File: config.mk
export PLATFORM = sky130hd
export DESIGN_NAME = bbs_supervisor
export DESIGN_NICKNAME = d
export VERILOG_FILES = /design/src/include/bbs_pkg.sv /design/src/hw/bbs_supervisor.sv
export SDC_FILE = /design/constraint.sdc
export NUM_CORES = 1
export LEC_CHECK = 0
export ABC_CLOCK_PERIOD_IN_PS = 5870
export BUFFER_PORTS_ARGS = -buffer_cell sky130_fd_sc_hd__buf_2
export CORE_MARGIN = 4
export CORE_UTILIZATION = 60
export DETAILED_ROUTE_END_ITERATION = 10
export PLACE_DENSITY_LB_ADDON = 0.1
export SYNTH_ARGS = -nofsm -noshare
export SYNTH_HDL_FRONTEND = slang
export SYNTH_SLANG_ARGS = --single-unit
export TNS_END_PERCENT = 50
File: constraint.sdc
create_clock -name clk -period 5.87 [get_ports clk]
set_input_delay 0.8805 -clock clk [delete_from_list [all_inputs] [get_ports clk]]
set_output_delay 0.8805 -clock clk [all_outputs]
set_load 0.05 [all_outputs]
File: src/include/bbs_pkg.sv
// Constants and types for the buck-boost supervisor
package bbs_pkg;
  localparam logic [6:0] TGT_ADDR   = 7'h75;
  localparam logic [7:0] OFS_CTRL   = 8'h01;
  localparam logic [7:0] OFS_STATUS = 8'h02;
  localparam logic [7:0] OFS_ID     = 8'h03;
  localparam logic [7:0] OFS_FIRST  = 8'h04;
  localparam logic [7:0] OFS_SECOND = 8'h05;
  localparam logic [7:0] CTRL_RST   = 8'h20;
  localparam logic [7:0] CTRL_WMASK = 8'h23;
  localparam logic [7:0] TGT_WMASK  = 8'h7f;
  localparam logic [7:0] FIRST_RST  = 8'h00;
  localparam logic [7:0] SECOND_RST = 8'h00;
  // Identity value is arbitrary
  localparam logic [7:0] ID_VALUE   = 8'h5a;
  localparam int CTRL_EN_BIT = 5;
  localparam int SLEW_LSB    = 0;
  localparam int ST_NGOOD    = 0;
  localparam int ST_OVH      = 1;
  localparam int ST_SHORT    = 2;
  localparam int ST_OVV      = 3;
  localparam logic [3:0] BYTE_BITS = 4'h8;
  localparam logic [1:0] PH_ADDR = 2'h0;
  localparam logic [1:0] PH_REG  = 2'h1;
  localparam logic [1:0] PH_DATA = 2'h2;
  localparam int CLK_NS   = 10;
  localparam int STEP_UV  = 25000;
  localparam int STEP_W   = 12;
  // Step period per slew setting: 1, 2.5, 5, 10 V/ms (uV per us)
  localparam logic [STEP_W-1:0] SLEW_CYC [4] = '{
    STEP_W'(STEP_UV * 1000 / 1000 / CLK_NS),
    STEP_W'(STEP_UV * 1000 / 2500 / CLK_NS),
    STEP_W'(STEP_UV * 1000 / 5000 / CLK_NS),
    STEP_W'(STEP_UV * 1000 / 10000 / CLK_NS)};
  localparam int HIC_ON_US   = 180;
  localparam int HIC_OFF_US  = 2000;
  localparam int HIC_ON_CYC  = HIC_ON_US * 1000 / CLK_NS;
  localparam int HIC_OFF_CYC = HIC_OFF_US * 1000 / CLK_NS;
  localparam int HIC_W       = 18;
  localparam int PIN_SCL = 0, PIN_SDA = 1, PIN_EN = 2, PIN_SEL = 3;
  localparam int PIN_LOCK = 4, PIN_OVV = 5, PIN_HOT = 6, PIN_COOL = 7;
  localparam int PIN_UP = 8, PIN_DN = 9, PIN_SHORT = 10, PIN_N = 11;
  typedef enum logic [2:0] {I2C_IDLE, I2C_RX, I2C_ACK, I2C_TX, I2C_TXACK,
                            I2C_SKIP} bbs_i2c_t;
  typedef enum logic [1:0] {HIC_RUN, HIC_ON, HIC_OFF} bbs_hic_t;
endpackage : bbs_pkg

File: src/hw/bbs_supervisor.sv
// Supervisor logic and I2C register target of the buck-boost regulator
// How it works
// Select change or active write starts ramp
// Before first power-good, new target applies at once
// Supply overvoltage stops switching, auto resume
// Overvoltage forces power-not-good flag high
// Overheat shuts off, restarts once cooled
// Register target works during overheat shutdown
// Overheat bit sticky, read clears only when cool
// Active-low power-good in status, 95/90 hysteresis
// Shutdown isolates input from output
// Short runs hiccup: 180us limited, 2ms off
// Enable pin or bit low discharges output
// On mode needs supply above lockout, enable high
// Answer only 7-bit address 75h
// One protocol for all bus rates
// Five 8-bit registers, read-only bits protected
// Registers kept while supply stays up and enable pin high
// Host sends STOP after bus power-up
// Host starts on idle bus, ends with STOP
// Select low uses first, high second setting
// Ramp steps 25mV at slew-field pace
// Status read clears bits unless still present
// Foreign address gets no acknowledge, ignored
`timescale 1ns/1ns
module bbs_supervisor
  import bbs_pkg::*;
#(
  parameter int HIC_ON_CYCLES  = HIC_ON_CYC,
  parameter int HIC_OFF_CYCLES = HIC_OFF_CYC
)
(
  input  wire logic       clk,
  input  wire logic       reset_n,
  input  wire logic       sclIn,
  input  wire logic       sdaIn,
  output logic            sdaOut,
  output logic            sdaOe,
  input  wire logic       enPin,
  input  wire logic       targetSelectPin,
  input  wire logic       lowSupplyLockout,
  input  wire logic       supplyOvervoltGuard,
  input  wire logic       tempAbove150,
  input  wire logic       tempBelow130,
  input  wire logic       outAbove95,
  input  wire logic       outBelow90,
  input  wire logic       outShort,
  output logic            switchEnable,
  output logic            hiccupLimit,
  output logic            dischargeOn,
  output logic            isolateOn,
  output logic [6:0]      targetCode,
  output logic            rampBusy,
  output logic            powerNotGoodFlag,
  output logic            overheatFlag
);
  logic [PIN_N-1:0] pinMeta_r;
  logic [PIN_N-1:0] pinSync_r;
  logic             sclPrev_r;
  logic             sdaPrev_r;
  logic             selPrev_r;
  logic             sclNow, sdaNow, sclRise, sclFall, startSeen, stopSeen;
  logic             enS, selS, lockS, ovvS, hotS, coolS, upS, dnS, shortS;
  logic             regClr, onMode, active, selChg, actWrite;

  bbs_i2c_t         st_r, st_nxt;
  logic [3:0]       cnt_r, cnt_nxt;
  logic [7:0]       sh_r, sh_nxt;
  logic [1:0]       ph_r, ph_nxt;
  logic             rd_r, rd_nxt;
  logic [7:0]       ptr_r, ptr_nxt;
  logic             oe_r, oe_nxt;
  logic [7:0]       first_r, first_nxt;
  logic [7:0]       second_r, second_nxt;
  logic [7:0]       ctrl_r, ctrl_nxt;
  logic [7:0]       status_r, status_nxt;
  logic             wrFirst, wrSecond, rdStatus, loadTx;
  logic [7:0]       rdData;

  bbs_hic_t         hic_r, hic_nxt;
  logic [HIC_W-1:0] hicCnt_r, hicCnt_nxt;
  logic [STEP_W-1:0] slewCnt_r, slewCnt_nxt;
  logic [6:0]       tgt_r, tgt_nxt, finalCode;
  logic             ovhShut_r, ovhShut_nxt;
  logic             pgood_r, pgood_nxt;
  logic             firstGood_r, firstGood_nxt;
  logic             sw_r, sw_nxt;
  logic             lim_r, lim_nxt;
  logic             dis_r, dis_nxt;
  logic             iso_r, iso_nxt;
  logic             busy_r, busy_nxt;
  logic             notGood_r, notGood_nxt;

  // Two-stage synchronisers for every pin
  always_ff @(posedge clk)
  begin
    if (!reset_n)
    begin
      pinMeta_r <= '0;
      pinSync_r <= '0;
      sclPrev_r <= 1'b1;
      sdaPrev_r <= 1'b1;
      selPrev_r <= 1'b0;
    end
    else
    begin
      pinMeta_r <= {outShort, outBelow90, outAbove95, tempBelow130,
                    tempAbove150, supplyOvervoltGuard, lowSupplyLockout,
                    targetSelectPin, enPin, sdaIn, sclIn};
      pinSync_r <= pinMeta_r;
      sclPrev_r <= pinSync_r[PIN_SCL];
      sdaPrev_r <= pinSync_r[PIN_SDA];
      selPrev_r <= pinSync_r[PIN_SEL];
    end
  end

  assign sclNow    = pinSync_r[PIN_SCL];
  assign sdaNow    = pinSync_r[PIN_SDA];
  assign enS       = pinSync_r[PIN_EN];
  assign selS      = pinSync_r[PIN_SEL];
  assign lockS     = pinSync_r[PIN_LOCK];
  assign ovvS      = pinSync_r[PIN_OVV];
  assign hotS      = pinSync_r[PIN_HOT];
  assign coolS     = pinSync_r[PIN_COOL];
  assign upS       = pinSync_r[PIN_UP];
  assign dnS       = pinSync_r[PIN_DN];
  assign shortS    = pinSync_r[PIN_SHORT];
  // Edge-based bus sampling works the same at every bus rate
  assign sclRise   = sclNow & ~sclPrev_r;
  assign sclFall   = ~sclNow & sclPrev_r;
  assign startSeen = sclNow & sclPrev_r & sdaPrev_r & ~sdaNow;
  assign stopSeen  = sclNow & sclPrev_r & ~sdaPrev_r & sdaNow;
  // Registers fall back to defaults only on reset, lockout or enable pin low
  assign regClr    = lockS | ~enS;
  assign onMode    = ~lockS & enS;
  assign active    = onMode & ctrl_r[CTRL_EN_BIT];

  always_comb
  begin
    rdData = 8'h00;
    if (ptr_r == OFS_CTRL)
      rdData = ctrl_r;
    else if (ptr_r == OFS_STATUS)
      rdData = status_r;
    else if (ptr_r == OFS_ID)
      rdData = ID_VALUE;
    else if (ptr_r == OFS_FIRST)
      rdData = first_r;
    else if (ptr_r == OFS_SECOND)
      rdData = second_r;
  end

  // Bus target and register bank; runs regardless of converter state
  always_comb
  begin
    st_nxt = st_r;
    cnt_nxt = cnt_r;
    sh_nxt = sh_r;
    ph_nxt = ph_r;
    rd_nxt = rd_r;
    ptr_nxt = ptr_r;
    oe_nxt = oe_r;
    first_nxt = first_r;
    second_nxt = second_r;
    ctrl_nxt = ctrl_r;
    wrFirst = 1'b0;
    wrSecond = 1'b0;
    loadTx = 1'b0;
    if (stopSeen)
    begin
      st_nxt = I2C_IDLE;
      oe_nxt = 1'b0;
    end
    else if (startSeen)
    begin
      st_nxt = I2C_RX;
      ph_nxt = PH_ADDR;
      cnt_nxt = '0;
      oe_nxt = 1'b0;
    end
    else
    begin
      case (st_r)
        I2C_RX:
          if (sclRise)
          begin
            sh_nxt = {sh_r[6:0], sdaNow};
            cnt_nxt = cnt_r + 4'h1;
          end
          else if (sclFall && cnt_r == BYTE_BITS)
          begin
            if (ph_r == PH_ADDR)
            begin
              if (sh_r[7:1] == TGT_ADDR)
              begin
                st_nxt = I2C_ACK;
                oe_nxt = 1'b1;
                rd_nxt = sh_r[0];
              end
              else
                st_nxt = I2C_SKIP;
            end
            else
            begin
              st_nxt = I2C_ACK;
              oe_nxt = 1'b1;
              if (ph_r == PH_REG)
                ptr_nxt = sh_r;
              else
              begin
                ptr_nxt = ptr_r + 8'h01;
                if (ptr_r == OFS_FIRST)
                begin
                  first_nxt = sh_r & TGT_WMASK;
                  wrFirst = 1'b1;
                end
                else if (ptr_r == OFS_SECOND)
                begin
                  second_nxt = sh_r & TGT_WMASK;
                  wrSecond = 1'b1;
                end
                else if (ptr_r == OFS_CTRL)
                  ctrl_nxt = (ctrl_r & ~CTRL_WMASK) | (sh_r & CTRL_WMASK);
              end
            end
          end
        I2C_ACK:
          if (sclFall)
          begin
            cnt_nxt = '0;
            if (rd_r && ph_r == PH_ADDR)
              loadTx = 1'b1;
            else
            begin
              st_nxt = I2C_RX;
              oe_nxt = 1'b0;
              ph_nxt = (ph_r == PH_ADDR) ? PH_REG : PH_DATA;
            end
          end
        I2C_TX:
          if (sclRise)
            cnt_nxt = cnt_r + 4'h1;
          else if (sclFall)
          begin
            if (cnt_r == BYTE_BITS)
            begin
              st_nxt = I2C_TXACK;
              oe_nxt = 1'b0;
            end
            else
            begin
              sh_nxt = {sh_r[6:0], 1'b0};
              oe_nxt = ~sh_r[6];
            end
          end
        I2C_TXACK:
          if (sclRise)
          begin
            st_nxt = sdaNow ? I2C_SKIP : I2C_TXACK;
            cnt_nxt = '0;
          end
          else if (sclFall && cnt_r == '0)
            loadTx = 1'b1;
        default:
        begin
        end
      endcase
    end
    if (loadTx)
    begin
      st_nxt = I2C_TX;
      sh_nxt = rdData;
      oe_nxt = ~rdData[7];
      ptr_nxt = ptr_r + 8'h01;
    end
  end

  assign rdStatus = loadTx && ptr_r == OFS_STATUS;

  // Sticky events; a set in the clearing cycle wins
  always_comb
  begin
    status_nxt = status_r;
    if (rdStatus)
    begin
      status_nxt[ST_SHORT] = 1'b0;
      status_nxt[ST_OVV] = 1'b0;
      if (coolS)
        status_nxt[ST_OVH] = 1'b0;
    end
    if (hotS)
      status_nxt[ST_OVH] = 1'b1;
    if (shortS)
      status_nxt[ST_SHORT] = 1'b1;
    if (ovvS)
      status_nxt[ST_OVV] = 1'b1;
    status_nxt[ST_NGOOD] = notGood_nxt;
  end

  always_ff @(posedge clk)
  begin
    if (!reset_n)
    begin
      st_r <= I2C_IDLE;
      cnt_r <= '0;
      sh_r <= '0;
      ph_r <= PH_ADDR;
      rd_r <= 1'b0;
      ptr_r <= '0;
      oe_r <= 1'b0;
    end
    else
    begin
      st_r <= st_nxt;
      cnt_r <= cnt_nxt;
      sh_r <= sh_nxt;
      ph_r <= ph_nxt;
      rd_r <= rd_nxt;
      ptr_r <= ptr_nxt;
      oe_r <= oe_nxt;
    end
    if (!reset_n || regClr)
    begin
      first_r <= FIRST_RST;
      second_r <= SECOND_RST;
      ctrl_r <= CTRL_RST;
      status_r <= 8'h00;
    end
    else
    begin
      first_r <= first_nxt;
      second_r <= second_nxt;
      ctrl_r <= ctrl_nxt;
      status_r <= status_nxt;
    end
  end

  assign finalCode = selS ? second_r[6:0] : first_r[6:0];
  assign selChg    = selS != selPrev_r;
  assign actWrite  = selS ? wrSecond : wrFirst;

  // Converter supervision
  always_comb
  begin
    ovhShut_nxt = ovhShut_r;
    if (hotS)
      ovhShut_nxt = 1'b1;
    else if (coolS)
      ovhShut_nxt = 1'b0;
    pgood_nxt = pgood_r;
    if (!active)
      pgood_nxt = 1'b0;
    else if (upS)
      pgood_nxt = 1'b1;
    else if (dnS)
      pgood_nxt = 1'b0;
    firstGood_nxt = active & (firstGood_r | pgood_r);
    tgt_nxt = tgt_r;
    slewCnt_nxt = slewCnt_r;
    if (!firstGood_r)
      tgt_nxt = finalCode;
    else if (selChg || actWrite)
      slewCnt_nxt = '0;
    else if (tgt_r != finalCode)
    begin
      if (slewCnt_r >= SLEW_CYC[ctrl_r[SLEW_LSB+:2]] - STEP_W'(1))
      begin
        slewCnt_nxt = '0;
        tgt_nxt = (tgt_r < finalCode) ? tgt_r + 7'h01 : tgt_r - 7'h01;
      end
      else
        slewCnt_nxt = slewCnt_r + STEP_W'(1);
    end
    hic_nxt = hic_r;
    hicCnt_nxt = hicCnt_r + HIC_W'(1);
    case (hic_r)
      HIC_RUN:
        if (shortS && sw_r)
        begin
          hic_nxt = HIC_ON;
          hicCnt_nxt = '0;
        end
      HIC_ON:
        if (hicCnt_r == HIC_W'(HIC_ON_CYCLES - 1))
        begin
          hic_nxt = shortS ? HIC_OFF : HIC_RUN;
          hicCnt_nxt = '0;
        end
      HIC_OFF:
        if (hicCnt_r == HIC_W'(HIC_OFF_CYCLES - 1))
        begin
          hic_nxt = HIC_ON;
          hicCnt_nxt = '0;
        end
      default:
        hic_nxt = HIC_RUN;
    endcase
    if (!active)
      hic_nxt = HIC_RUN;
    sw_nxt = active & ~ovvS & ~ovhShut_r & (hic_r != HIC_OFF);
    lim_nxt = hic_r == HIC_ON;
    dis_nxt = ~enS | ~ctrl_r[CTRL_EN_BIT];
    iso_nxt = ~sw_nxt;
    busy_nxt = tgt_nxt != finalCode;
    notGood_nxt = ~pgood_r | ovvS;
  end

  always_ff @(posedge clk)
  begin
    if (!reset_n)
    begin
      hic_r <= HIC_RUN;
      hicCnt_r <= '0;
      slewCnt_r <= '0;
      tgt_r <= '0;
      ovhShut_r <= 1'b0;
      pgood_r <= 1'b0;
      firstGood_r <= 1'b0;
      sw_r <= 1'b0;
      lim_r <= 1'b0;
      dis_r <= 1'b1;
      iso_r <= 1'b1;
      busy_r <= 1'b0;
      notGood_r <= 1'b1;
    end
    else
    begin
      hic_r <= hic_nxt;
      hicCnt_r <= hicCnt_nxt;
      slewCnt_r <= slewCnt_nxt;
      tgt_r <= tgt_nxt;
      ovhShut_r <= ovhShut_nxt;
      pgood_r <= pgood_nxt;
      firstGood_r <= firstGood_nxt;
      sw_r <= sw_nxt;
      lim_r <= lim_nxt;
      dis_r <= dis_nxt;
      iso_r <= iso_nxt;
      busy_r <= busy_nxt;
      notGood_r <= notGood_nxt;
    end
  end

  assign sdaOut           = 1'b0;
  assign sdaOe            = oe_r;
  assign switchEnable     = sw_r;
  assign hiccupLimit      = lim_r;
  assign dischargeOn      = dis_r;
  assign isolateOn        = iso_r;
  assign targetCode       = tgt_r;
  assign rampBusy         = busy_r;
  assign powerNotGoodFlag = notGood_r;
  assign overheatFlag     = status_r[ST_OVH];
endmodule : bbs_supervisor

==> reports/qor.yml, run 1 <==
hold_path:
  worst_hold_path.num_cells: 1
  worstHoldStart: "pinMeta_r[4]"
  hold_path_class: "reg -> reg"
  whs_endpoint: "pinSync_r[4]"
finish:
  layout_commonest_cell: "dfxtp_1"
  layout-drive-gt1-share_pct: 10.6
  most-common-layout-cells: "dfxtp_1 (121), nor2_1 (105), nand2_1 (64)"
  multi_input_area_mm2: 0.00359
  area_delta_synth_final_pct: 12.4
  nets: 795
  nFillCells: 802
  antennaDiodeCount: 0
  fin_cells: 898
  ff_latch_area_mm2: 0.00242
clock_tree:
  cts_buffer_depth: 2
  cts-hold-fix-buffers: 0
  path_clk_slew_ns: 0.06
  cts_root_buffer: "clkbuf_8"
  clk-insertion-delay-late_ns: 0.53
  htreeDepth: 4
  post_cts_buffers: 0
  cts_tree: "built"
  clkSinkCount: 121
  cts_resized: 0
  numCtsBuffers: 17
global_routing:
  antenna_found_initial: 0
  grt_usage_pct: 24.6
  first_global_vias: 5009
  grt_max_degree: 42
  grt_pass1_wl_mm: 23.3
  gr-total-overflow: 0
drt:
  drc: 0
  num_vias: 5277
  wire_per_inst_um: 15.5
  routed.top_layer: "met4"
  antenna_left: 0
  routed-wl-met3_um: 729
  vias_per_cell: 5.88
  drtPass1Iterations: 5
  drt_iter0_drc: 395
  wirelength_met1_mm: 6.19
  wirelength_mm: 13.9
  met2_length_mm: 6.64
critical_path:
  critical_path_required_ns: 6.29
  endpoint_kind: "flip-flop"
  crit_cells: 15
  slowest_delay_ns: 0.57
  cp_max_fo: 10
  worst-path-buf-inv: 0
  crit_start: "pinSync_r[3]"
  reg2reg_from: "pinSync_r[3]"
  crit_chain: "mux2i_1 -> ha_1 -> nor2b_1 -> o21ai_0 -> a21oi_1 -> or3_1 -> ha_1 -> nor2b_1 -> o31a_1 -> o21ai_0 -> a2111o_1 -> a211oi_1 -> xnor3_1 -> a211o_1 -> o311a_1"
  reg2reg_to: "rampBusy"
  arrival_ns: 5.22
  criticalPathCategory: "reg -> reg"
  cp_top_family: "compound AO/OA/AOI/OAI gates"
  rr_worst_depth: 15
  rrSetupSlack_ns: 1.08
  critPathSlowestCell: "dfxtp_1"
  start_kind: "flip-flop"
power:
  cellLeakagePower_nw: 2.67
  power_frac_seq_pct: 44.4
  pwr-share-comb_pct: 3.2
  peakVddDrop_mv: 0.213
  swShare_pct: 22.1
  p_sw_w: 0.000422
  clkPwrFrac_pct: 52.4
  p_per_area_mw_per_mm2: 272
  p_int_w: 0.00148
logic_synthesis:
  avgSynthCellArea_um2: 8.50
  synth_seq_cells: 121
  synth-edff-count: 0
  syn_inst: 732
  ys.flop_type: "dfxtp_1"
  synth-seq-area-share_pct: 38.9
  yosysWarnings: 0
  ys_async_sr_fraction_pct: 0
  syn_area_mm2: 0.00622
  synth.distinct_cells: 73
placement:
  numPortBuffers: 27
  gp_congestion: 0.874
  hpwl_mm: 9.67
  dp.cells: 866
floorplanning:
  dieArea_mm2: 0.0121
  initial_core_util_pct: 62.5
  die_y_um: 110
  core_area_mm2: 0.00995
  placementRows: 36
  die_w_um: 110
  io_pins: 29
timing:
  clock-skew-final_ns: 0.00651
  period_share_pct: 81.7
  final_hold_viol_count: 0
  setup_viol: 0
  fin_crit_ns: 4.79
  fin_tns_setup_ns: 0
  clock.fmax_ghz: 0.209
  rsz0062_at_grt: "no"
  tightest_slew_ns: 1.17
  slew_viol_final: 0
  relSlewSlack_pct: 21.6
outcome:
  status: "finished clean"
job:
  maxCapViolCount: 0
==> worst reg2reg max path: cells and delay by family (launching register included) <==
family                   cells  cell delay, ns
AO/OA/AOI/OAI                8            1.85
AND/OR/NAND/NOR              3            0.79
adder cells (fa/ha/maj)      2            0.72
flip-flops                   1            0.57
multiplexers                 1            0.49
XOR/XNOR                     1            0.28
==> state kept, by name, summed over array words and instances, names as in the netlist, 2 cells and up <==
register,cells
hicCnt_r,18
hic_r,2
ctrl_r,3
first_r,7
second_r,7
status_r,4
ptr_r,8
st_r,3
slewCnt_r,12
cnt_r,4
ph_r,2
sh_r,8
pinMeta_r,11
pinSync_r,11
targetCode,7
==> final cells by class <==
cell class                 instances  share of cell area [%]
clock buffer                      22                    6.47
timing repair buffer              28                    2.04
tap                              133                    2.38
sequential                       121                    34.6
clock inverter                    10                    1.72
multi-input combinational        557                    51.3
inverter                          27                    1.45
==> through the flow <==
stage,utilization [%],instance area [um^2],hold slack (ns),setup slack [ns],power (W)
after floorplan,-,6230,0.381,1.47,0.000909
after global placement,64.5,6420,0.419,1.29,0.000923
after detailed placement,64.5,6420,0.419,1.17,0.000925
after CTS,70.3,7000,0.430,1.12,0.00192
after global routing,70.3,7000,0.445,0.713,0.00197
final,70.3,7000,0.429,1.08,0.00191
==> cell usage after synthesis (all sizes together) (6+ instances only) <==
master	count	area, um^2
clkbuf	24	90.1
or2	6	37.5
and2	30	188
ha	29	363
nand4	9	56.3
and3	12	75.1
nand2b	10	62.6
nor3	14	75.1
nor2b	13	81.3
a21oi	41	205
a31oi	7	43.8
xnor2	21	184
mux2i	27	270
nor2	106	400
nand2	64	240
a21o	6	45.0
nand3	20	100
o21ai	31	159
dfxtp	121	2420
xor2	15	131
a211oi	6	45.0
inv	26	97.6
==> power by group through the flow <==
stage               registers [W]  logic [W]  clock network [W]
finish                   0.000846  0.0000611           0.000998
floorplan                0.000860  0.0000489                  0
global placement         0.000863  0.0000593                  0
detailed placement       0.000864  0.0000611                  0
CTS                      0.000846  0.0000614            0.00101
global route             0.000848  0.0000691            0.00105
==> how the worst max path moves through the flow <==
stage          endpoint  slack [ns]
2_1_floorplan  rampBusy        1.47
3_3_place_gp   rampBusy        1.29
3_5_place_dp   rampBusy        1.17
4_1_cts        rampBusy        1.12
5_1_grt        rampBusy        0.71
6_report       rampBusy        1.08
==> kinds of logic after synthesis <==
group | count (synthesis) | share of synthesized area [%]
AND/OR/NAND/NOR | 317 | 25.7
adder cells (fa/ha/maj) | 30 | 6.15
AO/OA/AOI/OAI | 140 | 15.1
other | 1 | 0.0603
XOR/XNOR | 37 | 5.43
multiplexers | 31 | 5.07
buffers and inverters | 55 | 3.64
flip-flops | 121 | 38.9
==> routing by layer <==
| metal | vias up | GRT usage (%) |
|---|---|---|
| met3 | 44 | 6.28 |
| met1 | 2472 | 30.1 |
| met2 | 158 | 40.6 |
| li1 | 2603 | - |
| met5 | - | 0 |
| met4 | 0 | 11.0 |
Note: power is estimated with default switching activity, not from simulation.
==> inputs of run 2 (changes only) <==
ABC_CLOCK_PERIOD_IN_PS = 4000   (was 5870)
CORE_UTILIZATION = 56   (was 60)
clock period = 4 ns   (was 5.87 ns; I/O delays follow)
==> run 2 against run 1 <==
  * Clock power is 47% higher
  * Via count is 1.1% higher
  * Critical endpoint unchanged
  * Sequential power grew 47%
  * Combinational power grew 55%
  * Global-route usage shrank 1.2 points
  * Routed wire length is 3.6% higher
  * Largest power group unchanged
==> reports/qor.yml, run 2 (synthesis gave the netlist of run 1 again) <==
timing:
  rsz0062_at_grt: "yes"
  slew_viol_final: 0  # unchanged
  clock-skew-final_ns: 0.00862  # +0.00211 ns
  relSlewSlack_pct: 21.3  # -0.32 points
  setup_viol: 0  # unchanged
  period_share_pct: 97.9  # +16 points
  setup_slack_ns: 0.0824  # -0.994 ns
  clock.fmax_ghz: 0.255  # +22%
  fin_crit_ns: 3.92  # -0.876 ns
  final_hold_viol_count: 0  # unchanged
  tightest_slew_ns: 1.18  # +0.00486 ns
  fin_tns_setup_ns: 0  # unchanged
critical_path:
  rrSetupSlack_ns: 0.08  # -0.99 ns
  cp_top_family: "compound AO/OA/AOI/OAI gates"
  slowest_delay_ns: 0.45  # -0.12 ns
  criticalPathCategory: "reg -> reg"
  reg2reg_from: "pinSync_r[3]"
  rr_worst_depth: 15  # unchanged
  crit_chain: "buf_6 -> mux2i_1 -> ha_1 -> nand4_1 -> a21oi_2 -> or3_4 -> ha_4 -> nor2b_4 -> o31a_1 -> o21ai_2 -> a2111o_1 -> a211oi_2 -> xnor3_1 -> a211o_1 -> o311a_1"
  arrival_ns: 4.34  # -0.88 ns
  critical_path_required_ns: 4.43  # -1.86 ns
  start_kind: "flip-flop"
  endpoint_kind: "flip-flop"
  worst-path-buf-inv: 1  # +1
  cp_max_fo: 8  # -2
  reg2reg_to: "rampBusy"
  critPathSlowestCell: "or3_4"
drt:
  drtPass1Iterations: 5  # unchanged
  antenna_left: 0  # unchanged
  wirelength_mm: 14.4  # +3.6%
  wire_per_inst_um: 15.6  # +0.33%
  drt_iter0_drc: 404  # +2.3%
  drc: 0  # unchanged
  num_vias: 5334  # +1.1%
  vias_per_cell: 5.75  # -2.1%
finish:
  layout_commonest_cell: "dfxtp_1"
  most-common-layout-cells: "dfxtp_1 (120), nor2_1 (105), nand2_1 (64)"
  top_regs: "hicCnt_r x18, slewCnt_r x12"
  utilization_pct: 67.3  # -3.0 points
  antennaDiodeCount: 0  # unchanged
  area_delta_synth_final_pct: 17.3
  nets: 817  # +2.8%
  largest_reg_flops: 18  # unchanged
  layout-drive-gt1-share_pct: 15.6  # +5.0 points
  finalInstanceArea_mm2: 0.00730  # +4.3%
  largest_register: "hicCnt_r"
power:
  swShare_pct: 24.9  # +2.8 points
  power_frac_seq_pct: 44.2  # -0.2 points
  clkPwrFrac_pct: 52.4  # about the same
  pwr-share-comb_pct: 3.4  # +0.2 points
  p_int_w: 0.00211  # +42%
  total_power_w: 0.00281  # +47%
  cellLeakagePower_nw: 2.81  # +5.5%
  peakVddDrop_mv: 0.350  # +64%
  p_per_area_mw_per_mm2: 385  # +41%
  p_sw_w: 0.000701  # +66%
global_routing:
  antenna_found_initial: 0  # unchanged
  gr-total-overflow: 0  # unchanged
  first_global_vias: 5236  # +4.5%
  grt_pass1_wl_mm: 24.4  # +4.3%
  grt_usage_pct: 23.4  # -1.2 points
  grt_max_degree: 41  # -2.4%
clock_tree:
  cts_buffer_depth: 2  # unchanged
  path_clk_slew_ns: 0.07  # about the same
  clk-insertion-delay-late_ns: 0.54  # about the same
  numCtsBuffers: 17  # unchanged
  clkSinkCount: 121  # unchanged
  cts_root_buffer: "clkbuf_8"
  cts_tree: "built"
  cts-hold-fix-buffers: 0  # unchanged
  htreeDepth: 4  # unchanged
hold_path:
  whs_endpoint: "pinMeta_r[4]"
  worst_hold_path.num_cells: 2  # +1
  hold_path_class: "in -> reg"
  worstHoldStart: "lowSupplyLockout"
floorplanning:
  io_pins: 29  # unchanged
  core_area_mm2: 0.0108  # +8.9%
  die_y_um: 113  # +3.3%
  placementRows: 38  # +5.6%
  dieArea_mm2: 0.0129  # +6.6%
  die_w_um: 113  # +3.3%
  initial_core_util_pct: 57.4  # -5.1 points
placement:
  gp_congestion: 0.935  # +6.9%
  placed_cell_area_mm2: 0.00661  # +2.9%
  dpl_worst_slack_ns: -0.153  # -1.33 ns
  numPortBuffers: 27  # unchanged
  hpwl_mm: 10.0  # +3.5%
job:
  maxCapViolCount: 0  # unchanged
outcome:
  status: "finished clean"
## run 2: cell types whose count changed in the layout (fill, tap and decap cells not counted), moves of 3 or more
cell        previous run  this run
buf_4                  1        22
clkbuf_1               3         0
clkinvlp_4             5         2
ha_1                  29        24
ha_4                   0         5
inv_6                  0         7
inv_8                  0         3
mux2i_1               27        24
o21ai_0               30        27
## run 2: layout make-up
cell class,instances,area [um^2]
timing repair buffer,50,312
sequential,121,2430
clock buffer,17,414
tap,140,175
fill,866,3540
inverter,27,101
multi-input combinational,557,3720
clock inverter,15,154
## run 2: worst max-delay path by stage
stage                             from        to  depth (start not counted)
after global routing      pinSync_r[3]  rampBusy                         15
after floorplan           pinSync_r[3]  rampBusy                         16
after detailed placement  pinSync_r[3]  rampBusy                         15
after global placement    pinSync_r[3]  rampBusy                         15
after CTS                 pinSync_r[3]  rampBusy                         15
final                     pinSync_r[3]  rampBusy                         15
## run 2: routing by layer
layer	vias up	wire length (um)	global-route usage, %
li1	2646	-	-
met1	2538	6620	29.2
met2	122	6950	38.7
met3	28	532	6.10
met4	0	325	9.21
met5	-	0	0
## run 2: repair_timing
action / CTS / global route
endpoints found under the hold margin: 0 / 0
gates resized for setup: 2 / 19
setup buffers: 0 / 1
pin swaps: 0 / 11
setup endpoints to repair: 1 / 1
## run 2: through the flow
stage | cells | hold slack (ns)
floorplan | 733 | 0.381
CTS | 926 | 0.250
global placement | 894 | 0.416
detailed placement | 894 | 0.421
global route | 927 | 0.245
finish | 927 | 0.268
## run 2: worst reg2reg max path, stage by stage, from the launching register on
cell and delay (ns):
dfxtp_4 0.41, buf_6 0.14, mux2i_1 0.25, ha_1 0.29
nand4_1 0.16, a21oi_2 0.05, or3_4 0.45, ha_4 0.30
nor2b_4 0.14, o31a_1 0.17, o21ai_2 0.06, a2111o_1 0.37
a211oi_2 0.27, xnor3_1 0.24, a211o_1 0.22, o311a_1 0.28
## run 2: power by group through the flow
stage	Combinational, W	Clock, W	Sequential, W
finish	0.0000947	0.00147	0.00124
global route	0.000107	0.00155	0.00124
CTS	0.0000945	0.00150	0.00124
global placement	0.0000900	0	0.00127
detailed placement	0.0000935	0	0.00127
floorplan	0.0000726	0	0.00126
==> inputs of run 3 (changes only) <==
ABC_AREA = 1   (was default)
CTS_CLUSTER_SIZE = 40   (was default)
==> run 3 against run 2 <==
  * Global-route usage decreased by 0.66 points
  * Register-to-register slack better by 0.41 ns
  * Core utilization shrank 2.6 points
  * Final area increased by 0.82%
  * Clock skew is essentially flat
  * Final cell count up 18%
  * Critical path depth grew 6
  * Critical endpoint unchanged
  * Largest power group unchanged
==> reports/qor.yml, run 3 <==
outcome:
  status: "finished clean"
placement:
  numPortBuffers: 27  # unchanged
  gp_congestion: 0.937  # +0.22%
  placed_cell_area_mm2: 0.00673  # +1.7%
  hpwl_mm: 10.8  # +7.6%
  dp.cells: 1065  # +19%
critical_path:
  arrival_ns: 3.77  # -0.57 ns
  critical_path_required_ns: 4.27  # -0.16 ns
  reg2reg_to: "rampBusy"
  start_kind: "flip-flop"
  cp_max_fo: 16  # +8
  reg2reg_from: "pinSync_r[3]"
  rr_worst_depth: 21  # +6
  criticalPathCategory: "reg -> reg"
  rrSetupSlack_ns: 0.49  # +0.41 ns
  endpoint_kind: "flip-flop"
logic_synthesis:
  yosys-top-cells-count: "nand2_1 (167), inv_1 (151), dfxtp_1 (121), nor2_1 (96), o21ai_0 (62)"
  synthTopCellsByArea: "dfxtp_1 (37%), nand2_1 (9.7%), inv_1 (8.8%), ha_1 (5.6%), nor2_1 (5.6%)"
  syn_inst: 911  # +24%
  synth_top_cell_area_share_pct: 37.4  # -1.5 points
  synth-edff-count: 0  # unchanged
  synth.distinct_cells: 54  # -26%
  synth.most_common_cell: "nand2_1"
  synth_seq_cells: 121  # unchanged
  ys.flop_type: "dfxtp_1"
  yosysTopAreaCell: "dfxtp_1"
  synth-seq-area-share_pct: 37.4  # -1.5 points
  avgSynthCellArea_um2: 7.11  # -16%
  ys_async_sr_fraction_pct: 0  # unchanged
  syn_area_mm2: 0.00647  # +4.0%
  yosysWarnings: 0  # unchanged
power:
  power_frac_seq_pct: 39.8  # -4.4 points
  swShare_pct: 25.1  # +0.12 points
  p_sw_w: 0.000805  # +15%
  clkPwrFrac_pct: 50.8  # -1.6 points
  peakVddDrop_mv: 0.371  # +5.8%
  pwr-share-comb_pct: 9.4  # +6.0 points
  p_int_w: 0.00241  # +14%
  cellLeakagePower_nw: 3.31  # +18%
  p_per_area_mw_per_mm2: 437  # +13%
timing:
  slew_viol_final: 0  # unchanged
  relSlewSlack_pct: 37.3  # +16 points
  clock-skew-final_ns: 0.00835  # -0.000274 ns
  fin_crit_ns: 3.51  # -0.411 ns
  tightest_slew_ns: 0.940  # -0.239 ns
  holdWs_ns: 0.362  # +0.0936 ns
  clock.fmax_ghz: 0.285  # +12%
  setup_viol: 0  # unchanged
  final_hold_viol_count: 0  # unchanged
  period_share_pct: 87.7  # -10 points
  fin_tns_setup_ns: 0  # unchanged
  rsz0062_at_grt: "no"
floorplanning:
  initial_core_util_pct: 56.9  # -0.47 points
  die_w_um: 116  # +1.9%
  dieArea_mm2: 0.0133  # +3.7%
  core_area_mm2: 0.0114  # +4.9%
  io_pins: 29  # unchanged
  placementRows: 39  # +2.6%
  die_y_um: 116  # +1.9%
drt:
  drtPass1Iterations: 5  # unchanged
  wirelength_mm: 14.6  # +1.1%
  antenna_left: 0  # unchanged
  wire_per_inst_um: 13.3  # -15%
  num_vias: 5908  # +11%
  drc: 0  # unchanged
  vias_per_cell: 5.39  # -6.3%
  drt_iter0_drc: 542  # +34%
finish:
  area_delta_synth_final_pct: 13.7
  top_regs: "hicCnt_r x18, slewCnt_r x12"
  largest_register: "hicCnt_r"
  largest_reg_flops: 18  # unchanged
  antennaDiodeCount: 0  # unchanged
  most-common-layout-cells: "nand2_1 (167), inv_1 (151), dfxtp_1 (121)"
  utilization_pct: 64.7  # -2.6 points
  layout-drive-gt1-share_pct: 11.0  # -4.6 points
  nFillCells: 979  # +13%
  layout_commonest_cell: "nand2_1"
  fin_cells: 1096  # +18%
  finalInstanceArea_mm2: 0.00736  # +0.82%
  nets: 984  # +20%
global_routing:
  antenna_found_initial: 0  # unchanged
  first_global_vias: 5434  # +3.8%
  grt_usage_pct: 22.7  # -0.66 points
  gr-total-overflow: 0  # unchanged
  grt_max_degree: 45  # +9.8%
  grt_pass1_wl_mm: 24.5  # +0.68%
clock_tree:
  htreeDepth: 4  # unchanged
  clk-insertion-delay-late_ns: 0.42  # -0.12 ns
  cts_buffer_depth: 2  # unchanged
  cts-hold-fix-buffers: 0  # unchanged
  post_cts_buffers: 0  # unchanged
  clkSinkCount: 121  # unchanged
  path_clk_slew_ns: 0.06  # about the same
  cts_root_buffer: "clkbuf_16"
  numCtsBuffers: 17  # unchanged
  cts_tree: "built"
  cts_resized: 0  # -2
hold_path:
  worstHoldStart: "lowSupplyLockout"
  worst_hold_path.num_cells: 3  # +1
  hold_path_class: "in -> reg"
  whs_endpoint: "pinMeta_r[4]"
job:
  maxCapViolCount: 0  # unchanged
[run 3: cell families (layout without fill, tap and decap cells)]
kind of cell | count (synthesis) | in the layout | share of synthesized area, %
xor gates and xnor gates | 23 | 23 | 3.11
and+or+nand+nor | 389 | 389 | 27.8
other | 1 | 2 | 0.0579
DFF | 121 | 121 | 37.4
AOI/OAI and AO/OA | 165 | 165 | 14.7
adders and majority gates | 30 | 30 | 5.91
buffers and inverters | 182 | 223 | 11.0
[run 3: per-layer routing]
layer / share of wire, % / vias up / GRT usage, %
met5: 0 / - / 0
met4: 1.6 / 0 / 7.90
met3: 5.4 / 26 / 6.16
met2: 46 / 174 / 36.8
li1: - / 3030 / -
met1: 47 / 2678 / 29.3
[run 3: worst max path at each step]
stage | endpoint | cells after the start | start
after CTS | rampBusy | 23 | pinSync_r[3]
after global placement | rampBusy | 21 | pinSync_r[3]
after global routing | rampBusy | 21 | pinSync_r[3]
after floorplan | rampBusy | 24 | pinSync_r[3]
after detailed placement | rampBusy | 23 | pinSync_r[3]
final | rampBusy | 21 | pinSync_r[3]
[run 3: power by group through the flow]
stage,Sequential [W],Clock (W),Combinational [W]
floorplan,0.00131,0,0.000223
global placement,0.00130,0,0.000290
detailed placement,0.00131,0,0.000299
CTS,0.00128,0.00166,0.000300
global route,0.00129,0.00172,0.000342
finish,0.00128,0.00163,0.000302
[run 3: layout make-up]
| type | instances | area (um^2) | area share [%] |
|---|---|---|---|
| multi-input cells | 609 | 3350 | 45.5 |
| flip-flops and latches | 121 | 2420 | 32.9 |
| inverters | 159 | 599 | 8.14 |
| clock buffers | 19 | 443 | 6.02 |
| clock inverters | 12 | 190 | 2.58 |
| repair buffers | 33 | 180 | 2.45 |
| well taps | 143 | 179 | 2.43 |
[run 3: critical path: stages, from the launching register on]
cell and delay [ns]:
dfxtp_1 0.57, o21ai_0 0.27, ha_1 0.36, nand2_1 0.07, nor2_1 0.15, nand2_1 0.07
nand2_1 0.22, inv_1 0.10, fa_1 0.41, inv_1 0.09, nand3_1 0.09, nand3_1 0.09
xor2_1 0.20, nand3_1 0.10, nand2_1 0.08, nand2_1 0.06, nand2_1 0.08, nor2_1 0.04
nor2_1 0.11, nand2_1 0.05, nor2_1 0.10, nor2_1 0.04
[run 3: metrics by stage]
step / setup slack [ns] / power (W)
2_1_floorplan: 0.854 / 0.00153
3_3_place_gp: 0.671 / 0.00159
3_5_place_dp: 0.547 / 0.00160
4_1_cts: 0.513 / 0.00324
5_1_grt: 0.121 / 0.00335
6_report: 0.493 / 0.00321
